<file path="config.mk">
export PLATFORM = sky130hd
export DESIGN_NAME = muxed_bus_demux_bridge
export DESIGN_NICKNAME = d
export VERILOG_FILES = /design/src/design/bridge_pkg.sv /design/src/design/muxed_bus_demux_bridge.sv /design/src/design/addr_latch_ctrl.sv
export SDC_FILE = /design/constraint.sdc
export NUM_CORES = 1
export LEC_CHECK = 0
export BUFFER_PORTS_ARGS = -buffer_cell sky130_fd_sc_hd__buf_2
export CORE_MARGIN = 1
export CORE_UTILIZATION = 45
export CTS_CLUSTER_DIAMETER = 200
export DETAILED_ROUTE_END_ITERATION = 8
export HOLD_SLACK_MARGIN = 0.12
export PLACE_DENSITY = 0.68
export SETUP_SLACK_MARGIN = 0.5
export SLEW_MARGIN = 40
export SYNTH_ARGS = -nofsm -noshare
export SYNTH_HDL_FRONTEND = slang
export SYNTH_HIERARCHICAL = 1
export SYNTH_SLANG_ARGS = --single-unit
</file>
<file path="constraint.sdc">
create_clock -name mclk_i -period 1.8 [get_ports mclk_i]
set_input_delay 0.18 -clock mclk_i [delete_from_list [all_inputs] [get_ports mclk_i]]
set_output_delay 0.18 -clock mclk_i [all_outputs]
set_load 0.005 [all_outputs]
</file>
<file path="src/design/bridge_pkg.sv">
// Shared constants, state codes and carrier types of the bus bridge
package bridge_pkg;

  // --------------------------------------------------------------
  // Transfer size codes {size[1:0], burst_not_inhibited}
  // --------------------------------------------------------------
  localparam logic [2:0] SIZE_BURST   = 3'h7;
  localparam logic [1:0] SIZE_LINE    = 2'h3;

  // --------------------------------------------------------------
  // State codes
  // --------------------------------------------------------------
  // Codes are fixed: several transitions must flip a single bit so the
  // decoded strobes cannot glitch.
  typedef enum logic [4:0] {
    ST_IDLE   = 5'h00,
    ST_LRD1D  = 5'h01,
    ST_LRD2A  = 5'h02,
    ST_LRD2D  = 5'h09,
    ST_LRD3A  = 5'h08,
    ST_LRD3D  = 5'h0B,
    ST_LWR3A  = 5'h18,
    ST_LWR3D  = 5'h11,
    ST_LWR2A  = 5'h10,
    ST_LWR2D  = 5'h05,
    ST_LWR1A  = 5'h07,
    ST_LWR1D  = 5'h03,
    ST_CYCD   = 5'h14,
    ST_CYCD1  = 5'h15,
    ST_CYCD2  = 5'h17,
    ST_CYCD3  = 5'h16
  } bridge_state_e;

  localparam int unsigned STATE_DATA_BIT = 0;

  // --------------------------------------------------------------
  // Carrier types
  // --------------------------------------------------------------
  typedef struct packed {
    logic       write;          // High on a write cycle
    logic       locked;         // Locked transfer attribute
    logic [1:0] size;           // Transfer size
    logic       burst_inhibit;  // Target refuses bursting
  } xfer_attr_s;

  typedef struct packed {
    logic ack;                  // Transfer acknowledge
    logic error_ack;            // Transfer error acknowledge
  } xfer_term_s;

endpackage

</file>
<file path="src/design/muxed_bus_demux_bridge.sv">
// Multiplexed to demultiplexed processor bus bridge, top level
// Summary of operation
// - Latch the address/data lines in the cycle start is sampled.
// - Float addresses after grant loss, once cycles and locks end.
// - transfer_in_progress is combinational from start, no register.
// - lock_end is combinational from start, hold, state and read/write.
// - Transitions that keep lock_end asserted change one state bit only.
// - transfer_in_progress pin is two-way; others meet clock setup.
// - transfer_in_progress asserts one gate delay after transfer_start.
// - transfer_in_progress negates after the acknowledge edge.
// - Address latch transparent only in low clock half of start cycle.
// - Between cycles the last latched address stays on the outputs.
// - lock_end asserts with start, negates after acknowledge edge.
// - Processor puts the address on shared pins in first cycle.
// - Processor may drive address right after the previous cycle.
// - No snooping: snoop inputs ignored, no snoop answers.
// - Address enable follows grant while idle, holds while bus busy.
// - Hold term keeps transfer_in_progress up until an acknowledge.
// - Locked non-burst read start tracks the lock; others data phase.
module muxed_bus_demux_bridge
  import bridge_pkg::*;
(
  input  wire logic       mclk_i,            // Bus clock, 25 MHz
  input  wire logic       reset_i,           // Sync reset, active high
  input  wire logic       transfer_start_i,  // Start of a bus cycle
  input  wire xfer_term_s term_i,            // Acknowledge pair
  input  wire xfer_attr_s attr_i,            // Cycle attributes
  input  wire logic       bus_grant_i,       // Bus grant
  input  wire logic       bus_busy_i,        // Bus busy
  input  wire logic [1:0] snoop_ctrl_i,      // Snoop control, ignored
  input  wire logic       tip_pin_i,         // Level on the tip pin
  output logic            transfer_in_progress_out_o, // Tip drive value
  output logic            transfer_in_progress_oe_o,  // Tip drive enable
  output logic            lock_end_o,        // Lock end drive value
  output logic            lock_end_oe_o,     // Lock end drive enable
  output logic            addr_latch_en_o,   // Address latch transparent
  output logic            addr_out_en_o,     // Address latch drive enable
  output logic            tip_seen_o         // Registered tip pin level
);

  // --------------------------------------------------------------
  // Declarations
  // --------------------------------------------------------------
  bridge_state_e state;
  bridge_state_e next_state;
  logic          hold;
  logic          burst;
  logic          aoe;
  logic          ts_go;
  logic          ack;
  logic          err;
  logic          burst_start;
  logic          data_phase;
  logic          tip_pin_meta;
  logic [1:0]    snoop_unused;

  function automatic logic is_addr_state(input bridge_state_e s);
    return s inside {ST_IDLE, ST_LRD2A, ST_LRD3A,
                     ST_LWR3A, ST_LWR2A, ST_LWR1A};
  endfunction

  assign ack          = term_i.ack;
  assign err          = term_i.error_ack;
  assign ts_go        = transfer_start_i & aoe;
  assign burst_start  = {attr_i.size, ~attr_i.burst_inhibit} == SIZE_BURST;
  assign snoop_unused = snoop_ctrl_i;

  // --------------------------------------------------------------
  // Address latch control
  // --------------------------------------------------------------
  addr_latch_ctrl u_latch (
    .mclk_i          (mclk_i),
    .reset_i         (reset_i),
    .ts_i            (transfer_start_i),
    .bus_grant_i     (bus_grant_i),
    .bus_busy_i      (bus_busy_i),
    .addr_phase_i    (is_addr_state(state)),
    .addr_out_en_o   (aoe),
    .addr_latch_en_o (addr_latch_en_o)
  );

  assign addr_out_en_o = aoe;

  // --------------------------------------------------------------
  // Hold term
  // --------------------------------------------------------------
  always_ff @(posedge mclk_i) begin
    if (reset_i) begin
      hold <= 1'b0;
    end else begin
      hold <= ts_go | (hold & ~ack & ~err);
    end
  end

  always_ff @(posedge mclk_i) begin
    if (reset_i) begin
      burst <= 1'b0;
    end else if (ts_go) begin
      burst <= attr_i.size == SIZE_LINE && !attr_i.burst_inhibit;
    end
  end

  // --------------------------------------------------------------
  // Cycle state machine
  // --------------------------------------------------------------
  always_ff @(posedge mclk_i) begin
    if (reset_i) begin
      state <= ST_IDLE;
    end else begin
      state <= next_state;
    end
  end

  // Data phases step on the acknowledge pair the same way everywhere
  function automatic bridge_state_e data_step(
    input bridge_state_e cur, input bridge_state_e retry,
    input bridge_state_e done, input logic a, input logic e);
    bridge_state_e r;
    r = cur;
    if (a && e) begin
      r = retry;
    end else if (a) begin
      r = done;
    end else if (e) begin
      r = ST_IDLE;
    end
    return r;
  endfunction

  always_comb begin
    next_state = state;
    unique case (state)
      ST_IDLE: begin
        if (!ts_go) begin
          next_state = ST_IDLE;
        end else if (attr_i.locked && !attr_i.write && !burst_start) begin
          next_state = ST_LRD1D;
        end else begin
          next_state = ST_CYCD;
        end
      end
      ST_LRD1D: next_state = data_step(state, ST_IDLE, ST_LRD2A, ack, err);
      ST_LRD2A: begin
        if (transfer_start_i) begin
          next_state = attr_i.write ? ST_LWR1D : ST_LRD2D;
        end
      end
      ST_LRD2D: next_state = data_step(state, ST_LRD2A, ST_LRD3A, ack, err);
      ST_LRD3A: begin
        if (transfer_start_i) begin
          next_state = attr_i.write ? ST_LWR2D : ST_LRD3D;
        end
      end
      ST_LRD3D: next_state = data_step(state, ST_LRD3A, ST_LWR3A, ack, err);
      ST_LWR3A: begin
        if (transfer_start_i) begin
          next_state = attr_i.write ? ST_LWR3D : ST_IDLE;
        end
      end
      ST_LWR3D: next_state = data_step(state, ST_LWR3A, ST_LWR2A, ack, err);
      ST_LWR2A: begin
        if (transfer_start_i) begin
          next_state = ST_LWR2D;
        end
      end
      ST_LWR2D: next_state = data_step(state, ST_LWR2A, ST_LWR1A, ack, err);
      ST_LWR1A: begin
        if (transfer_start_i) begin
          next_state = ST_LWR1D;
        end
      end
      ST_LWR1D: next_state = data_step(state, ST_LWR1A, ST_IDLE, ack, err);
      ST_CYCD: begin
        next_state = data_step(state, ST_IDLE,
                               burst ? ST_CYCD1 : ST_IDLE, ack, err);
      end
      ST_CYCD1: next_state = data_step(state, ST_IDLE, ST_CYCD2, ack, err);
      ST_CYCD2: next_state = data_step(state, ST_IDLE, ST_CYCD3, ack, err);
      ST_CYCD3: next_state = data_step(state, ST_IDLE, ST_IDLE, ack, err);
      default:  next_state = ST_IDLE;
    endcase
  end

  // --------------------------------------------------------------
  // Regenerated strobes
  // --------------------------------------------------------------
  // Deliberately combinational: a register stage would cost a whole
  // clock against the target's sampling edge.
  assign data_phase = (state[STATE_DATA_BIT] && state != ST_LWR1A)
                    || state inside {ST_CYCD, ST_CYCD1, ST_CYCD2, ST_CYCD3};

  assign transfer_in_progress_out_o = ~reset_i
    & (ts_go | hold | data_phase);
  assign transfer_in_progress_oe_o  = ~reset_i & aoe;

  assign lock_end_o = ~reset_i
    & ((state == ST_LRD2A && (hold || transfer_start_i) && attr_i.write)
     || (state == ST_LWR1A && (hold || transfer_start_i))
     || state == ST_LWR1D);
  assign lock_end_oe_o = ~reset_i & aoe;

  // --------------------------------------------------------------
  // Tip pin sampling
  // --------------------------------------------------------------
  // Another master may drive tip; its level is synchronised before use.
  always_ff @(posedge mclk_i) begin
    if (reset_i) begin
      tip_pin_meta <= 1'b0;
      tip_seen_o   <= 1'b0;
    end else begin
      tip_pin_meta <= tip_pin_i;
      tip_seen_o   <= tip_pin_meta;
    end
  end
endmodule

</file>
<file path="src/design/addr_latch_ctrl.sv">
// Address latch enable and address output enable generation
module addr_latch_ctrl
  import bridge_pkg::*;
(
  input  wire logic mclk_i,          // Bus clock
  input  wire logic reset_i,         // Synchronous reset, active high
  input  wire logic ts_i,            // Transfer start
  input  wire logic bus_grant_i,     // Bus grant
  input  wire logic bus_busy_i,      // Bus busy
  input  wire logic addr_phase_i,    // State allows an address capture
  output logic      addr_out_en_o,   // Latched address drive enable
  output logic      addr_latch_en_o  // Latch transparent when high
);

  logic aoe;

  // --------------------------------------------------------------
  // Output enable follows grant only while the bus is idle
  // --------------------------------------------------------------
  // A lost grant waits for bus_busy to drop, so a cycle or a locked
  // sequence in flight always finishes with the address still driven.
  always_ff @(posedge mclk_i) begin
    if (reset_i) begin
      aoe <= 1'b0;
    end else if (!bus_busy_i) begin
      aoe <= bus_grant_i;
    end
  end

  assign addr_out_en_o = aoe;

  // Transparent only in the low half of the start cycle; holds otherwise
  // New address on the shared lines is caught in the start cycle only
  assign addr_latch_en_o = ts_i & aoe & ~mclk_i
                         & addr_phase_i;

endmodule

</file>
# Word level (Yosys, flattened, before mapping)
# Index checks and enable logic that the tools add are counted.
[word_totals] ff_bits=10 inputBits=15 out_inout_bits=7 wordCells=96
[classes] n_eq_ne=23 mux=32 bitwise_logic=16 n_reduce_logical=19
[op_table] op="$mux 5" n=29
[op_table] op="$pmux 5 s16" n=1
[op_table] op="$eq 5x5->1 const B" n=7
[op_table] op="$eq 5x4->1 const B" n=3
[op_table] op="$eq 5x2->1 const B" n=2
[op_table] op="$eq 5x3->1 const B" n=2
[op_table] op="$ne 2x2->1 const B" n=5
[op_table] op="$and 1x1->1" n=8
[op_table] op="$logic_and 1x1->1" n=8
[op_table] op="$mux 4" n=2
[op_table] op="$reduce_bool 6->1" n=1
[op_table] op="$eq 5x1->1 const B" n=1
[op_table] op="$logic_not 5->1" n=1
[op_table] op="$ne 5x3->1 const B" n=1
[op_table] op="$not 1->1" n=5
[op_table] op="$reduce_and 5->1" n=1
[op_table] op="$logic_or 1x1->1" n=4
[op_table] op="$reduce_bool 4->1" n=1
[op_table] op="$eq 3x3->1 const B" n=1
[op_table] op="$logic_not 1->1" n=3
[op_table] op="$or 1x1->1" n=3
[op_table] op="$eq 2x2->1 const B" n=1

# Longest topological paths before layout
[logic_depth] word_depth=7 mapped_depth=7 mapped_depth_nobuf=5

# Hierarchy
# Netlist, hierarchy kept.
[by_module_without_submodules] mod="muxed_bus_demux_bridge" n_inst=1 cells_each=144 area_each_um2=1023.5 seq_area_each_um2=180.2
[by_module_without_submodules] mod="addr_latch_ctrl" n_inst=1 cells_each=4 area_each_um2=43.8 seq_area_each_um2=20.0

==> reports/metrics.cfg <==
[timing]
tightest_slew_ns = 0.336
period_share_pct = 103
timing.final.hold_violations = 0
fin_ws_ns = -0.0574
finClkSkew_ns = 0.00217
final.min_clock_period_ns = 1.86
slew_violations = 0
finalSetupViolCount = 1
hold_ws_ns = 0.191
max_freq_mhz = 538
slew_headroom_pct = 77.5
rsz0062_at_grt = yes

[die]
die_w_um = 50.7
die_y_um = 50.7
rows = 17
initial_utilization_pct = 47.8
dieArea_um2 = 2570
core_area_um2 = 2230
ios = 22

[critical_path]
r2r_end = state[3]
path_class = register to primary output
path_max_fanout = 8
rr_worst_depth = 6
start_kind = register
rrSetupSlack_ns = 0.10
cp.arrival_ns = 1.68
cp-end-kind = primary output
r2r-start = state[2]
crit_required_ns = 1.62

[synth]
ys_seq_area_share_pct = 18.8
avgSynthCellArea_um2 = 7.21
synthArstFlopShare_pct = 0
yosys_warnings = 6
postSynthCellCount = 148
synth-edff-count = 0
synth-seq-cells = 10
synth_nets = 163
synthFlopType = dfxtp_1
ys_types = 45
synth_area_um2 = 1070

[pwr]
power_leakage_uw = 0.000670
combPwrFrac_pct = 29.9
power_density_nw_per_um2 = 491
p_sw_uw = 258
pwr-share-clk_pct = 40.4
p_int_uw = 546
sw_frac_of_total_pct = 32.1
power_frac_seq_pct = 29.7
ir_drop_mv = 0.547

[global_route]
met2_usage_pct = 50.7
grt_usage_pct = 32.3
grt_pass1_wl_um = 6030
use_met1_pct = 41.4
grt_busiest_layer = met2
antenna_found_initial = 0
grtUsageMet3_pct = 8.48
grt-ovfl-total = 0
grt_max_degree = 15
grt_pass1_vias = 1235

[placement]
dpl_cell_area_um2 = 1210
hpwl_um = 2180
pre_cts_slack_ns = 0.147
io_buffers = 19
gp_congestion = 0.974
dp.cells = 198

[route]
postRouteAntennaNets = 0
num_vias = 1427
dr.pass1.iters = 4
wire_per_inst_um = 19.4
routed_via_density = 6.26
drc = 0
drt_iter0_drc = 102
drt-total-wl_um = 4430

[finish]
fin_area_um2 = 1640
n_antenna_cell = 0
drive_gt1_share_pct = 48.0
finalNetCount = 216
fill_cells = 158
finish.utilization_pct = 73.4
syn2layout_area_growth_pct = 53.7
fin_cells = 228

[clock_tree]
path_clk_slew_ns = 0.07
cts_tree = done
insertion_delay_ns = 0.38

[min_path]
whs_path_depth = 3
whs_endpoint = burst
hold_path_class = input port to register
min_from = transfer_start_i

[job]
maxCapViolCount = 0

[status]
violations = negative setup slack
outcome = complete, but fails checks

==> critical path, stage by stage, from the launching register on <==
cell and delay (ns):
dfxtp_4 0.36, buf_12 0.13, nor2_4 0.08, nand2_1 0.08
a211oi_2 0.24, o21ai_1 0.10, a21oi_1 0.16, buf_2 0.14
==> flip-flops by register name (all words and copies together) (netlist names) <==
register / cells
burst: 1
hold: 1
state: 5
tip_pin_meta: 1
tip_seen_o: 1
u_latch/addr_out_en_o: 1
==> power groups by stage <==
stage / Clock [uW] / Sequential [uW] / Combinational [uW]
final: 325 / 239 / 241
after global routing: 345 / 240 / 254
after CTS: 320 / 239 / 203
after detailed placement: 8.76 / 252 / 155
after global placement: 8.76 / 251 / 152
after floorplan: 7.05 / 240 / 117
==> synthesized netlist by cell type (3+ instances only) <==
cell	n	area, um2
buf_6	7	78.8
buf_4	3	22.5
nand2_1	17	63.8
o21bai_1	4	30.0
nand3_1	4	20.0
nor2b_1	6	37.5
nor3b_1	4	30.0
dfxtp_1	10	200
o21ai_0	10	50.1
nor3_1	3	15.0
buf_2	3	15.0
or2_2	3	18.8
nand2b_1	3	18.8
a21oi_1	16	80.1
a31oi_1	6	37.5
nor2_1	13	48.8
==> cells by family after synthesis <==
kind of cell | share of synthesized area (%)
buffers and inverters | 13.2
AO/OA/AOI/OAI | 30.6
AND/OR/NAND/NOR | 34.7
multiplexers | 1.88
flip-flops | 18.8
XOR/XNOR | 0.821
==> how the worst max path moves through the flow <==
stage	startpoint	end	slack, ns
floorplan	mclk_i	addr_latch_en_o	0.49
global placement	state[2]	state[1]	0.16
detailed placement	state[2]	state[1]	0.15
CTS	state[2]	lock_end_o	-0.005
global route	state[2]	lock_end_o	-0.18
finish	state[2]	lock_end_o	-0.06
==> through the flow <==
step,total power (uW),setup TNS (ns)
detailed placement,415,0
global placement,412,0
CTS,763,-0.00515
global route,839,-0.210
floorplan,364,0
finish,805,-0.0574
==> metal layers <==
| layer | routed length, um | part of all wire [%] | vias up |
|---|---|---|---|
| li1 | - | - | 646 |
| met1 | 1670 | 38 | 647 |
| met2 | 2070 | 47 | 99 |
| met3 | 424 | 9.6 | 35 |
| met4 | 269 | 6.1 | 0 |
| met5 | 0 | 0 | - |
==> cell type report <==
type                    count  area, um2  area share [%]
flip-flops and latches     10        223            13.6
inverters                   3       11.3           0.687
repair buffers             58        454            27.7
well taps                  28       35.0            2.14
clock buffers               8       63.8            3.89
multi-input cells         121        853            52.0
==> placed cells by master, fill, tap and decap left out, types with 2 or more instances in the layout <==
master / n
a211oi_2: 2
a21oi_1: 15
a31oi_1: 4
a32oi_1: 2
and2b_2: 2
buf_12: 2
buf_2: 19
buf_4: 26
buf_6: 7
clkbuf_4: 6
dfxtp_1: 4
dfxtp_4: 6
dlygate4sd3_1: 5
inv_1: 2
mux2i_1: 2
nand2_1: 17
nand2b_1: 3
nand3_1: 4
nand3b_1: 2
nor2_1: 11
nor2_4: 3
nor2b_1: 4
nor3_1: 3
nor3b_1: 2
nor3b_2: 2
o21ai_0: 4
o21ai_1: 5
o21bai_1: 4
or2_2: 2
==> what timing repair did <==
action / 4_1_cts / 5_1_grt
setup buffers: 14 / 4
setup endpoints to repair: 12 / 12
pin swaps: 14 / 10
cloned: 0 / 0
hold buffers: 5 / 0
endpoints found under the hold margin: 6 / 0
resized for setup: 28 / 22
Note: power is estimated with default switching activity, not from simulation.
